<file path="src/verilog/rtc_pkg.sv">
// Shared constants and format helpers for the real-time clock core
package rtc_pkg;

  // Clock rates and derived counts
  localparam int unsigned CLK_HZ = 125_000_000;
  localparam int unsigned OSC_HZ = 32_768;
  localparam int unsigned DIV_W = $clog2(OSC_HZ);
  localparam int unsigned UIP_LEAD_US = 244;
  localparam int unsigned UIP_LEAD_TICKS =
    (UIP_LEAD_US * OSC_HZ + 999_999) / 1_000_000;
  localparam int unsigned REC_MS_DEFAULT = 200;
  localparam int unsigned CYCLES_PER_MS = CLK_HZ / 1_000;
  localparam logic [DIV_W-1:0] DIV_LAST = DIV_W'(OSC_HZ - 1);
  localparam logic [DIV_W-1:0] DIV_RELOAD = DIV_W'(OSC_HZ / 2);
  localparam logic [DIV_W-1:0] UIP_START = DIV_W'(OSC_HZ - UIP_LEAD_TICKS);

  // Byte map
  localparam int unsigned MEM_BYTES = 128;
  localparam logic [6:0] ADDR_SEC = 7'h00;
  localparam logic [6:0] ADDR_ASEC = 7'h01;
  localparam logic [6:0] ADDR_MIN = 7'h02;
  localparam logic [6:0] ADDR_AMIN = 7'h03;
  localparam logic [6:0] ADDR_HOUR = 7'h04;
  localparam logic [6:0] ADDR_AHOUR = 7'h05;
  localparam logic [6:0] ADDR_DOW = 7'h06;
  localparam logic [6:0] ADDR_DATE = 7'h07;
  localparam logic [6:0] ADDR_MON = 7'h08;
  localparam logic [6:0] ADDR_YEAR = 7'h09;
  localparam logic [6:0] ADDR_A = 7'h0A;
  localparam logic [6:0] ADDR_B = 7'h0B;
  localparam logic [6:0] ADDR_C = 7'h0C;
  localparam logic [6:0] ADDR_D = 7'h0D;
  localparam logic [6:0] ADDR_CENT = 7'h32;

  // Field positions
  localparam int unsigned A_OSC_HI = 6;
  localparam int unsigned A_OSC_LO = 4;
  localparam logic [2:0] OSC_RUN = 3'b010;
  localparam logic [1:0] OSC_HOLD = 2'b11;
  localparam int unsigned B_SET = 7;
  localparam int unsigned B_PIE = 6;
  localparam int unsigned B_AIE = 5;
  localparam int unsigned B_UIE = 4;
  localparam int unsigned B_SQWE = 3;
  localparam int unsigned B_DM = 2;
  localparam int unsigned B_24H = 1;
  localparam logic [1:0] DONT_CARE = 2'b11;

  // Values after reset
  localparam logic [6:0] REG_A_RST = 7'h00;
  localparam logic [7:0] REG_B_RST = 8'h02;
  localparam logic [7:0] BYTE_RST = 8'h00;
  localparam logic [7:0] CAL_RST = 8'h01;

  // Counter limits, binary
  localparam logic [7:0] MAX_SEC = 8'h3B;
  localparam logic [7:0] MAX_HOUR24 = 8'h17;
  localparam logic [7:0] HOUR12_LAST_AM = 8'h0B;
  localparam logic [7:0] HOUR12_TOP = 8'h0C;
  localparam logic [7:0] MAX_DOW = 8'h07;
  localparam logic [7:0] MAX_MON = 8'h0C;
  localparam logic [7:0] MAX_YEAR = 8'h63;
  localparam logic [7:0] DAYS_31 = 8'h1F;
  localparam logic [7:0] DAYS_30 = 8'h1E;
  localparam logic [7:0] DAYS_29 = 8'h1D;
  localparam logic [7:0] DAYS_28 = 8'h1C;
  localparam logic [7:0] TEN = 8'h0A;

  // Stored byte to binary; format bit low means BCD
  function automatic logic [7:0] to_bin(input logic [7:0] v,
                                        input logic dm);
    return dm ? v : ({4'h0, v[7:4]} * TEN) + {4'h0, v[3:0]};
  endfunction

  // Binary to stored byte in the selected format
  function automatic logic [7:0] to_enc(input logic [7:0] b,
                                        input logic dm);
    logic [7:0] tens;
    logic [7:0] ones;
    tens = b / TEN;
    ones = b % TEN;
    return dm ? b : {tens[3:0], ones[3:0]};
  endfunction

endpackage

</file>
<file path="src/verilog/rtc_core.sv">
// Time, calendar and alarm core with a byte-addressed host port
`timescale 1ns/100ps
`default_nettype none
module rtc_core #(
  parameter int unsigned REC_MS = rtc_pkg::REC_MS_DEFAULT
) (
  // Clock and reset
  input wire logic clock,
  input wire logic rst_n,
  // Timebase, one pulse per 32.768 kHz period
  input wire logic osc_tick,
  // Supply monitor
  input wire logic supply_ok,
  input wire logic battery_ok,
  // Multiplexed host bus
  input wire logic host_cs,
  input wire logic host_ale,
  input wire logic host_rd,
  input wire logic host_wr,
  input wire logic [7:0] host_ad_in,
  output logic [7:0] host_ad_out,
  output logic host_ad_oe,
  // Open-drain interrupt request, low when active
  output logic irq_n_out,
  output logic irq_n_oe,
  // Status
  output logic host_access_ok
);
  import rtc_pkg::*;

  localparam int unsigned REC_CYCLES = REC_MS * CYCLES_PER_MS;
  localparam int unsigned REC_W = $clog2(REC_CYCLES + 1);
  localparam logic [REC_W-1:0] REC_LOAD = REC_W'(REC_CYCLES);

  logic [7:0] mem_q [0:MEM_BYTES-1];
  logic [6:0] reg_a_q;
  logic [7:0] reg_b_q;
  logic af_q;
  logic uf_q;
  logic [DIV_W-1:0] div_q;
  logic upd_q;
  logic supply_q;
  logic [REC_W-1:0] rec_cnt_q;
  logic [6:0] addr_q;
  logic rd_q;
  logic wr_q;
  logic [7:0] ad_out_q;

  logic osc_run;
  logic osc_stopped;
  logic sec_pulse;
  logic upd_go;
  logic update_pending_flag;
  logic supply_rise;
  logic access_ok;
  logic rd_go;
  logic wr_go;
  logic ctrl_addr;
  logic irq_req;
  logic alarm_hit;
  logic [7:0] rd_data;
  logic [7:0] nxt_sec, nxt_min, nxt_hour, nxt_dow;
  logic [7:0] nxt_date, nxt_mon, nxt_year, nxt_cent;

  // Oscillator field decode
  assign osc_run = (reg_a_q[A_OSC_HI:A_OSC_LO] == OSC_RUN);
  assign osc_stopped = !osc_run &&
                       (reg_a_q[A_OSC_HI:A_OSC_LO+1] != OSC_HOLD);

  // Divider chain; a held chain restarts half a second before rollover
  always_ff @(posedge clock) begin
    if (!rst_n) begin
      div_q <= DIV_RELOAD;
    end else if (!osc_run) begin
      div_q <= DIV_RELOAD;
    end else if (osc_tick) begin
      div_q <= div_q + 1'b1;
    end
  end

  assign sec_pulse = osc_run && osc_tick && (div_q == DIV_LAST);
  assign upd_go = sec_pulse && !reg_b_q[B_SET];
  assign update_pending_flag = osc_run && !reg_b_q[B_SET] && (div_q >= UIP_START);

  // Alarm check one cycle after the advance
  always_ff @(posedge clock) begin
    if (!rst_n) begin
      upd_q <= 1'b0;
    end else begin
      upd_q <= upd_go;
    end
  end

  rtc_time_step u_step (
    .dm(reg_b_q[B_DM]),
    .h24(reg_b_q[B_24H]),
    .cur_sec(mem_q[ADDR_SEC]),
    .cur_min(mem_q[ADDR_MIN]),
    .cur_hour(mem_q[ADDR_HOUR]),
    .cur_dow(mem_q[ADDR_DOW]),
    .cur_date(mem_q[ADDR_DATE]),
    .cur_mon(mem_q[ADDR_MON]),
    .cur_year(mem_q[ADDR_YEAR]),
    .cur_cent(mem_q[ADDR_CENT]),
    .nxt_sec(nxt_sec),
    .nxt_min(nxt_min),
    .nxt_hour(nxt_hour),
    .nxt_dow(nxt_dow),
    .nxt_date(nxt_date),
    .nxt_mon(nxt_mon),
    .nxt_year(nxt_year),
    .nxt_cent(nxt_cent)
  );

  rtc_alarm_match u_alarm (
    .cur_sec(mem_q[ADDR_SEC]),
    .cur_min(mem_q[ADDR_MIN]),
    .cur_hour(mem_q[ADDR_HOUR]),
    .alm_sec(mem_q[ADDR_ASEC]),
    .alm_min(mem_q[ADDR_AMIN]),
    .alm_hour(mem_q[ADDR_AHOUR]),
    .match(alarm_hit)
  );

  // Power-up lockout
  assign supply_rise = supply_ok && !supply_q;

  always_ff @(posedge clock) begin
    if (!rst_n) begin
      supply_q <= 1'b0;
      rec_cnt_q <= '0;
    end else begin
      supply_q <= supply_ok;
      if (!supply_ok) begin
        rec_cnt_q <= '0;
      end else if (supply_rise && osc_run) begin
        rec_cnt_q <= REC_LOAD;
      end else if (rec_cnt_q != '0) begin
        rec_cnt_q <= rec_cnt_q - 1'b1;
      end
    end
  end

  // A stopped oscillator skips the count
  assign access_ok = supply_ok && supply_q && (rec_cnt_q == '0);
  assign host_access_ok = access_ok;

  // Bus strobes act on their first cycle only
  assign rd_go = host_cs && host_rd && !rd_q && access_ok;
  assign wr_go = host_cs && host_wr && !wr_q && access_ok;
  assign ctrl_addr = (addr_q >= ADDR_A) && (addr_q <= ADDR_D);

  always_ff @(posedge clock) begin
    if (!rst_n) begin
      addr_q <= ADDR_SEC;
      rd_q <= 1'b0;
      wr_q <= 1'b0;
      ad_out_q <= BYTE_RST;
    end else begin
      rd_q <= host_cs && host_rd;
      wr_q <= host_cs && host_wr;
      if (host_cs && host_ale && access_ok) begin
        addr_q <= host_ad_in[6:0];
      end
      if (rd_go) begin
        ad_out_q <= rd_data;
      end
    end
  end

  assign host_ad_out = ad_out_q;
  assign host_ad_oe = host_cs && host_rd && access_ok;

  // Read view; readable in every cycle with host access open, even mid-update
  always_comb begin
    case (addr_q)
      ADDR_A: rd_data = {update_pending_flag, reg_a_q};
      ADDR_B: rd_data = reg_b_q;
      ADDR_C: rd_data = {irq_req, 1'b0, af_q, uf_q, 4'h0};
      ADDR_D: rd_data = {battery_ok, 7'h00};
      default: rd_data = mem_q[addr_q];
    endcase
  end

  // Control bytes; flag bit of A is computed, never stored
  always_ff @(posedge clock) begin
    if (!rst_n) begin
      reg_a_q <= REG_A_RST;
      reg_b_q <= REG_B_RST;
    end else begin
      if (wr_go && addr_q == ADDR_A) begin
        reg_a_q <= host_ad_in[6:0];
      end
      if (wr_go && addr_q == ADDR_B) begin
        reg_b_q <= host_ad_in;
        // Raising the hold bit drops the update-ended enable
        if (host_ad_in[B_SET] && !reg_b_q[B_SET]) begin
          reg_b_q[B_UIE] <= 1'b0;
        end
      end
      if (supply_rise && osc_stopped) begin
        reg_a_q[A_OSC_HI:A_OSC_LO] <= OSC_RUN;
      end
    end
  end

  // Status flags: reading C clears them, a new event wins
  always_ff @(posedge clock) begin
    if (!rst_n) begin
      af_q <= 1'b0;
      uf_q <= 1'b0;
    end else begin
      if (rd_go && addr_q == ADDR_C) begin
        af_q <= 1'b0;
        uf_q <= 1'b0;
      end
      if (upd_q) begin
        uf_q <= 1'b1;
      end
      if (upd_q && alarm_hit) begin
        af_q <= 1'b1;
      end
    end
  end

  assign irq_req = (af_q && reg_b_q[B_AIE]) ||
                   (uf_q && reg_b_q[B_UIE]);
  assign irq_n_out = 1'b0;
  assign irq_n_oe = irq_req;

  // Byte store: clock bytes, century and general storage
  always_ff @(posedge clock) begin
    if (!rst_n) begin
      for (int i = 0; i < MEM_BYTES; i++) begin
        mem_q[i] <= BYTE_RST;
      end
      mem_q[ADDR_DOW] <= CAL_RST;
      mem_q[ADDR_DATE] <= CAL_RST;
      mem_q[ADDR_MON] <= CAL_RST;
    end else begin
      // Whole-second advance lands in one cycle
      if (upd_go) begin
        mem_q[ADDR_SEC] <= nxt_sec;
        mem_q[ADDR_MIN] <= nxt_min;
        mem_q[ADDR_HOUR] <= nxt_hour;
        mem_q[ADDR_DOW] <= nxt_dow;
        mem_q[ADDR_DATE] <= nxt_date;
        mem_q[ADDR_MON] <= nxt_mon;
        mem_q[ADDR_YEAR] <= nxt_year;
        mem_q[ADDR_CENT] <= nxt_cent;
      end
      // A host write in the same cycle overrides the advance
      if (wr_go && !ctrl_addr) begin
        if (addr_q == ADDR_SEC) begin
          mem_q[addr_q] <= {1'b0, host_ad_in[6:0]};
        end else begin
          mem_q[addr_q] <= host_ad_in;
        end
      end
    end
  end

endmodule
`default_nettype wire

</file>
<file path="src/verilog/rtc_alarm_match.sv">
// Alarm comparison of hours, minutes and seconds with don't-care codes
`timescale 1ns/100ps
`default_nettype none
module rtc_alarm_match (
  // Current time
  input wire logic [7:0] cur_sec,
  input wire logic [7:0] cur_min,
  input wire logic [7:0] cur_hour,
  // Alarm bytes
  input wire logic [7:0] alm_sec,
  input wire logic [7:0] alm_min,
  input wire logic [7:0] alm_hour,
  // Result
  output logic match
);
  import rtc_pkg::*;

  logic [2:0][7:0] time_bytes;
  logic [2:0][7:0] alarm_bytes;
  logic [2:0] hit;

  assign time_bytes = {cur_hour, cur_min, cur_sec};
  assign alarm_bytes = {alm_hour, alm_min, alm_sec};

  for (genvar i = 0; i < 3; i++) begin : g_byte
    // Top two bits set means any value matches
    assign hit[i] = (alarm_bytes[i][7:6] == DONT_CARE) ||
                    (alarm_bytes[i] == time_bytes[i]);
  end

  assign match = &hit;

endmodule
`default_nettype wire

</file>
<file path="src/verilog/rtc_time_step.sv">
// Next-second value of every time and calendar byte
`timescale 1ns/100ps
`default_nettype none
module rtc_time_step (
  // Format
  input wire logic dm,
  input wire logic h24,
  // Current bytes
  input wire logic [7:0] cur_sec,
  input wire logic [7:0] cur_min,
  input wire logic [7:0] cur_hour,
  input wire logic [7:0] cur_dow,
  input wire logic [7:0] cur_date,
  input wire logic [7:0] cur_mon,
  input wire logic [7:0] cur_year,
  input wire logic [7:0] cur_cent,
  // Advanced bytes
  output logic [7:0] nxt_sec,
  output logic [7:0] nxt_min,
  output logic [7:0] nxt_hour,
  output logic [7:0] nxt_dow,
  output logic [7:0] nxt_date,
  output logic [7:0] nxt_mon,
  output logic [7:0] nxt_year,
  output logic [7:0] nxt_cent
);
  import rtc_pkg::*;

  logic [7:0] sb, mb, hb, wb, db, ob, yb, cb, dim, hour_enc;
  logic pm, c_min, c_hour, c_day, c_mon, c_year, c_cent;

  always_comb begin
    // Work in binary, re-encode at the end
    sb = to_bin({1'b0, cur_sec[6:0]}, dm);
    mb = to_bin({1'b0, cur_min[6:0]}, dm);
    hb = to_bin({1'b0, cur_hour[6:0]}, dm);
    wb = cur_dow;
    db = to_bin(cur_date, dm);
    ob = to_bin(cur_mon, dm);
    yb = to_bin(cur_year, dm);
    cb = to_bin(cur_cent, dm);
    pm = cur_hour[7];
    c_day = 1'b0;
    c_min = (sb >= MAX_SEC);
    sb = c_min ? BYTE_RST : sb + CAL_RST;
    c_hour = c_min && (mb >= MAX_SEC);
    if (c_min) begin
      mb = c_hour ? BYTE_RST : mb + CAL_RST;
    end
    if (c_hour) begin
      if (h24) begin
        c_day = (hb >= MAX_HOUR24);
        hb = c_day ? BYTE_RST : hb + CAL_RST;
      end else if (hb == HOUR12_LAST_AM) begin
        // 11 to 12 flips the half of day; midnight when PM ends
        hb = HOUR12_TOP;
        c_day = pm;
        pm = !pm;
      end else if (hb >= HOUR12_TOP) begin
        hb = CAL_RST;
      end else begin
        hb = hb + CAL_RST;
      end
    end
    // Days in month, leap every fourth year
    case (ob)
      8'h02: dim = (yb[1:0] == 2'b00) ? DAYS_29 : DAYS_28;
      8'h04, 8'h06, 8'h09, 8'h0B: dim = DAYS_30;
      default: dim = DAYS_31;
    endcase
    c_mon = c_day && (db >= dim);
    if (c_day) begin
      wb = (wb >= MAX_DOW) ? CAL_RST : wb + CAL_RST;
      db = c_mon ? CAL_RST : db + CAL_RST;
    end
    c_year = c_mon && (ob >= MAX_MON);
    if (c_mon) begin
      ob = c_year ? CAL_RST : ob + CAL_RST;
    end
    c_cent = c_year && (yb >= MAX_YEAR);
    if (c_year) begin
      yb = c_cent ? BYTE_RST : yb + CAL_RST;
    end
    if (c_cent) begin
      cb = (cb >= MAX_YEAR) ? BYTE_RST : cb + CAL_RST;
    end
    hour_enc = to_enc(hb, dm);
    nxt_sec = to_enc(sb, dm);
    nxt_min = to_enc(mb, dm);
    nxt_hour = h24 ? hour_enc : {pm, hour_enc[6:0]};
    nxt_dow = wb;
    nxt_date = to_enc(db, dm);
    nxt_mon = to_enc(ob, dm);
    nxt_year = to_enc(yb, dm);
    nxt_cent = to_enc(cb, dm);
  end

endmodule
`default_nettype wire

</file>
<file path="config.mk">
export PLATFORM = sky130hd
export DESIGN_NAME = rtc_core
export DESIGN_NICKNAME = d
export VERILOG_FILES = /design/src/verilog/rtc_pkg.sv /design/src/verilog/rtc_core.sv /design/src/verilog/rtc_alarm_match.sv /design/src/verilog/rtc_time_step.sv
export SDC_FILE = /design/constraint.sdc
export NUM_CORES = 2
export LEC_CHECK = 0
export ABC_AREA = 1
export BUFFER_PORTS_ARGS = -buffer_cell sky130_fd_sc_hd__buf_2
export CORE_ASPECT_RATIO = 2
export CORE_MARGIN = 3
export CORE_UTILIZATION = 60
export CTS_CLUSTER_DIAMETER = 120
export DETAILED_ROUTE_END_ITERATION = 16
export PLACE_DENSITY = 0.76
export SLEW_MARGIN = 20
export SYNTH_ARGS = -nofsm -noshare
export SYNTH_HDL_FRONTEND = slang
export SYNTH_SLANG_ARGS = --single-unit
</file>
<file path="constraint.sdc">
create_clock -name clock -period 13.2 [get_ports clock]
set_input_delay 0.66 -clock clock [delete_from_list [all_inputs] [get_ports clock]]
set_output_delay 0.66 -clock clock [all_outputs]
set_load 0.05 [all_outputs]
</file>
* Yosys cells after proc, flatten, opt, wreduce, memory -nomap -nowiden
Memory sizes are Yosys's and may differ from the RTL's. A register that Yosys moved wholly into a read port is not among the register bits.
Index checks and enable logic that the tools add are counted.
** Word-level totals
- Logic and storage cells :: 264
- Bits of input ports :: 17
- Bits in writable memories :: 1024
- Memories :: 1
- Register bits after elaboration :: 76
- Output and inout bits :: 12
** Cells by class
- Div/mod/pow operators :: 14
- $mul :: 7
- Bitwise operators :: 35
- Equality and inequality tests :: 26
- Reduce and logical (&&, ||, !) cells :: 59
- Multiplexer cells :: 78
- Add/sub/neg operators :: 17
- Order comparisons :: 12
** Memories
- mem_q :: words 128, width 8, read ports 12, clocked after Yosys merged registers in 1, write ports 128, RTL line rtc_core.sv:35 : logic [7:0] mem_q [0:MEM_BYTES-1];
** Operators by type and width (count)
- two-way mux 8 bit :: 46
- adder 8 x 1 -> 8 bit, second input constant :: 8
- divider 8 x 4 -> 8 bit, second input constant :: 7
- remainder unit 8 x 4 -> 8 bit, second input constant :: 7
- two-way mux 25 bit :: 2
- == test 7 bit, first input constant :: 7
- logical AND 1 bit :: 33
- adder 8 x 4 -> 8 bit :: 4
- case mux 8 bit (4 select lines) :: 1
- == test 7 x 4 -> 1 bit, second input constant :: 4
- multiplier 4 x 3 -> 7 bit, second input constant :: 4
- zero test 25 bit :: 1
- nonzero test 25 bit :: 1
- subtractor 25 x 1 -> 25 bit, second input constant :: 1
- adder 7 x 4 -> 8 bit :: 3
- == test 8 x 4 -> 1 bit, second input constant :: 3
- == test 8 bit :: 3
- two-way mux 1 bit :: 23
- two-way mux 7 bit :: 3
- multiplier 3 x 3 -> 6 bit, second input constant :: 3
- == test 8 x 3 -> 1 bit, second input constant :: 2
- greater-or-equal comparator 8 x 4 -> 1 bit, second input constant :: 2
- greater-or-equal comparator 8 x 6 -> 1 bit, second input constant :: 2
- greater-or-equal comparator 8 x 7 -> 1 bit, second input constant :: 2
- 29 further kinds :: 76

* Longest topological paths before layout
An unclocked memory read counts as a cell.
- Word-level depth :: 16
- Depth in mapped cells :: 49
- Depth with buffers taken out :: 49

* Hierarchy
A second synthesis with hierarchy kept.
** Unflattened totals
- Cells, all modules :: 6727
- Area total of the unflattened synthesis :: 57520.2 µm²
** Modules (own cells, without submodules)
- rtc_core :: instances 1, cells each 5421, area an instance 50627.3 µm², seq. area each 32411.1 µm²
- rtc_time_step :: instances 1, cells each 1228, area an instance 6510.0 µm², seq. area each 0.0 µm²
- rtc_alarm_match :: instances 1, cells each 78, area an instance 382.9 µm², seq. area each 0.0 µm²

* Worst setup path after synthesis
Ideal clock, no wire load.
- Path type :: register -> register
- Start :: memory mem_q[8][5]
- End :: memory mem_q[7][3] (data pin)
- Buffers on the path :: 1
- Period minus slack after synthesis :: 5.656 ns
- Slack :: 7.544 ns
- Data required time :: 12.948 ns
- Arrival time :: 5.404 ns
- Stages on the path, launching flop included :: 45
- Setup time :: 0.252 ns
- Path through :: edfxtp_1 -> ha_1 -> ha_1 -> fa_1 -> xnor2_1 -> nor2_1 -> nand2_1 -> xor2_1 -> nand2_1 -> inv_2 -> nand2_1 -> nor4_1 -> inv_1 -> o21ai_0 -> inv_1 -> ha_1 -> o21a_1 -> o211ai_1 -> [... 9 more ...] -> nand2_2 -> nand2_2 -> nand2_1 -> nand3_2 -> nand2_1 -> nand2_1 -> nand2_1 -> nand2_1 -> inv_1 -> ha_1 -> inv_1 -> nand2_1 -> nand2_1 -> nand2_1 -> nand2_1 -> nand2_1 -> nand2_1 -> nand2_1
** RTL lines (RTL line)
- start, declared :: rtc_core.sv:35

==> metrics <==
Cells after Synth 6,132; XOR/XNOR Fraction of Synth Area 0.00813; Adder-Cell Fraction of Synth Area 0.0197; layout cells sized above 1 0.0575; # clock sinks 1,107; Detailed Routing Iterations Pass 1 6; Top FF cell, synth edfxtp_1; DRT antenna net count 0; row cnt 157; final wirelength 171,000 um; initial antenna violation count 3; Seq cells post-synth 1,107; Critical Path RT 13.64 ns; min setup slack post-route 6.27 ns; Syn Std Cell Area 55,600 um2; worst vdd ir 0.104 mV; RSZ-0062 raised after global routing no; Fmax 144 MHz; CP Capture Type register; Seq/Total Area, Yosys 0.583; period utilisation layout 0.525; Reg clk slew, reported paths 0.07 ns; Worst Path Arrival 7.37 ns; GRT Resource Usage Total 0.347; clock latency on the worst-skew pair 0.70 ns; TritonCTS clock tree built; Routed WL per cell 23.7 um; routed vias/inst 6.31; vias in the first global route 44,800; Cell Count, Final, Fillers Out 7,235; DRC violation count after routing 0; Setup crit start kind register; post-synth top area share 0.553; standby leakage power 0.0234 uW; global route overflow 0; Place WS 6.26 ns; EDFF count, synth 1,024; Die ar. 96,500 um2; fin crit period 6.93 ns; Least-Margin Pin Slew 1.24 ns; Syn Area/Cell 9.06 um2; Final HPWL DP 112,000 um; largest family of logic cells by synthesized area simple AND/OR/NAND/NOR gates; CTS resizes 0; total power per unit cell area 137 nW/um2; placed insts 7,060; Die H 436 um; CP max FO 14; core area 91,700 um2; crit-path max cell delay 0.49 ns; Fin Setup TNS 0 ns; largest net degree at the start of global routing 186; Hold Violations, Final 0; post-synthesis mux area share 0.000180; postcts setup bufs 0; max-cap violations 0; status finished, final reports clean; clock skew 0.0308 ns; CTS Buf Count 93; Via Count 45,700; Simple-Gate Fraction of Synth Area 0.203; Final nets 6,061; Setup CP Type register to register; H-tree depth 3; Max transition margin 0.163; Synth Area in Compound Gates 0.137; synth warn 0; first-pass GRT wire length 257,000 um; CTS root buffer clkbuf_16; Synth area leaders edfxtp_1 55%, nor2_1 12%, o21ai_0 7.0%, nand2_1 5.1%, dfxtp_1 3.0%; Slew Limit Fails 0; ys async rst share 0; Initial Utilization 0.606; Setup violations, final 0; die span in x 221 um; most used cell, CP nand2_1; Critical Path Slowest Stage Cell edfxtp_1; Clock Path Buffers 3; Post-CTS Hold Buffers 0; synthesis-to-finish area growth 6.88%; number of port buffers 27; Reg2Reg Setup Slack 6.27 ns; IO Count 29; library cells used by synthesis 64; Hold WC Path Type input pin to register; global placer's final weighted congestion 0.947; Synth area leader edfxtp_1; DR iter-0 viols 5,265
[synthesized netlist by cell type (all sizes together), types with 2 or more instances]
master	count
nor4	5
fa	11
a221o	2
a22o	2
nor3	42
a211oi	7
xnor2	30
o211ai	20
o21a	4
o221ai	50
buf	35
a2111oi	2
xor2	19
a31oi	16
and2	4
and3	3
o41ai	2
nand3	190
inv	308
nor3b	2
clkbuf	349
edfxtp	1024
a22oi	2
o21ai	811
a221oi	2
a21boi	2
nor2	1766
or2	16
nand4	20
a41oi	6
a21oi	134
o31ai	3
nand2	786
clkinv	9
nand3b	8
o32ai	11
o311ai	12
ha	70
o22ai	254
o2111ai	3
dfxtp	83
[final timing paths]
check | start | end | cells past startpoint
worst min register to register | div_q[6] | div_q[6] | 2
worst max-delay path | mem_q[8][5] | mem_q[50][3] | 45
worst max register to register | mem_q[8][5] | mem_q[50][3] | 45
worst min-delay path | host_wr | wr_q | 3
[placed cells by master (no fill, tap or decap), types with 14 or more instances in the layout]
cell type	instances
o22ai_1	254
inv_2	21
nand4_1	19
or2_2	16
clkinv_1	26
nor2_1	1756
a21oi_1	131
a31oi_1	16
nor3_1	37
xor2_1	19
edfxtp_1	1024
dfxtp_1	78
xnor2_1	30
clkbuf_1	19
o21ai_0	773
o211ai_1	20
buf_4	59
ha_1	70
clkbuf_16	96
inv_1	279
nand2_1	752
conb_1	34
nand2_2	32
buf_2	26
nand3_1	178
inv_6	14
o221ai_1	50
o21ai_1	29
[metal layers]
| layer | share of wire | routed length [um] | up-vias | GRT usage |
|---|---|---|---|---|
| li1 | - | - | 20800 | - |
| met1 | 0.31 | 52500 | 21600 | 0.353 |
| met2 | 0.50 | 86300 | 2576 | 0.610 |
| met3 | 0.087 | 14800 | 779 | 0.0625 |
| met4 | 0.10 | 17600 | 0 | 0.301 |
| met5 | 0 | 0 | - | 0 |
[power by group]
part | switching, uW | internal (uW)
Sequential | 83.6 | 3970
Clock | 1280 | 1490
Combinational | 936 | 358
Total | 2300 | 5820
[per-stage QoR]
stage	utilization	power, uW	area [um2]	hold WS (ns)
after floorplan	-	5000	55700	0.437
after CTS	0.647	8090	59400	0.235
after global routing	0.647	8390	59400	0.272
after global placement	0.615	5350	56400	0.451
after detailed placement	0.615	5380	56400	0.460
final	0.648	8120	59400	0.278
[kinds of logic after synthesis]
group / after synthesis
buffers and inverters: 701
xor gates and xnor gates: 50
muxes: 1
other: 1
DFF: 1107
and+or+nand+nor: 2842
AOI/OAI and AO/OA: 1349
adders and majority gates: 81
[critical path: cells and delay by family, from the launching register on]
kind / cells / cell delay, ns
DFF: 1 / 0.49
xor gates and xnor gates: 2 / 0.49
buffers and inverters: 5 / 0.33
adders and majority gates: 5 / 1.41
AOI/OAI and AO/OA: 3 / 0.37
and+or+nand+nor: 30 / 3.60
[state kept, by name (all words and copies together) (netlist names), named ones only]
signal       cells
addr_q           7
wr_q             1
upd_q            1
reg_a_q          7
supply_q         1
reg_b_q          8
rd_q             1
mem_q         1024
div_q           15
af_q             1
uf_q             1
rec_cnt_q       25
host_ad_out      8
[layout make-up]
cell class              count  area, um2
well taps                1192       1490
flip-flops and latches   1107      32400
fillers                  7335      32300
diodes                      5       12.5
repair buffers             87        604
clock inverters            49        424
inverters                 317       1240
multi-input cells        4357      20600
clock buffers             121       2560
No activity file was read; power rests on OpenSTA's default activity.
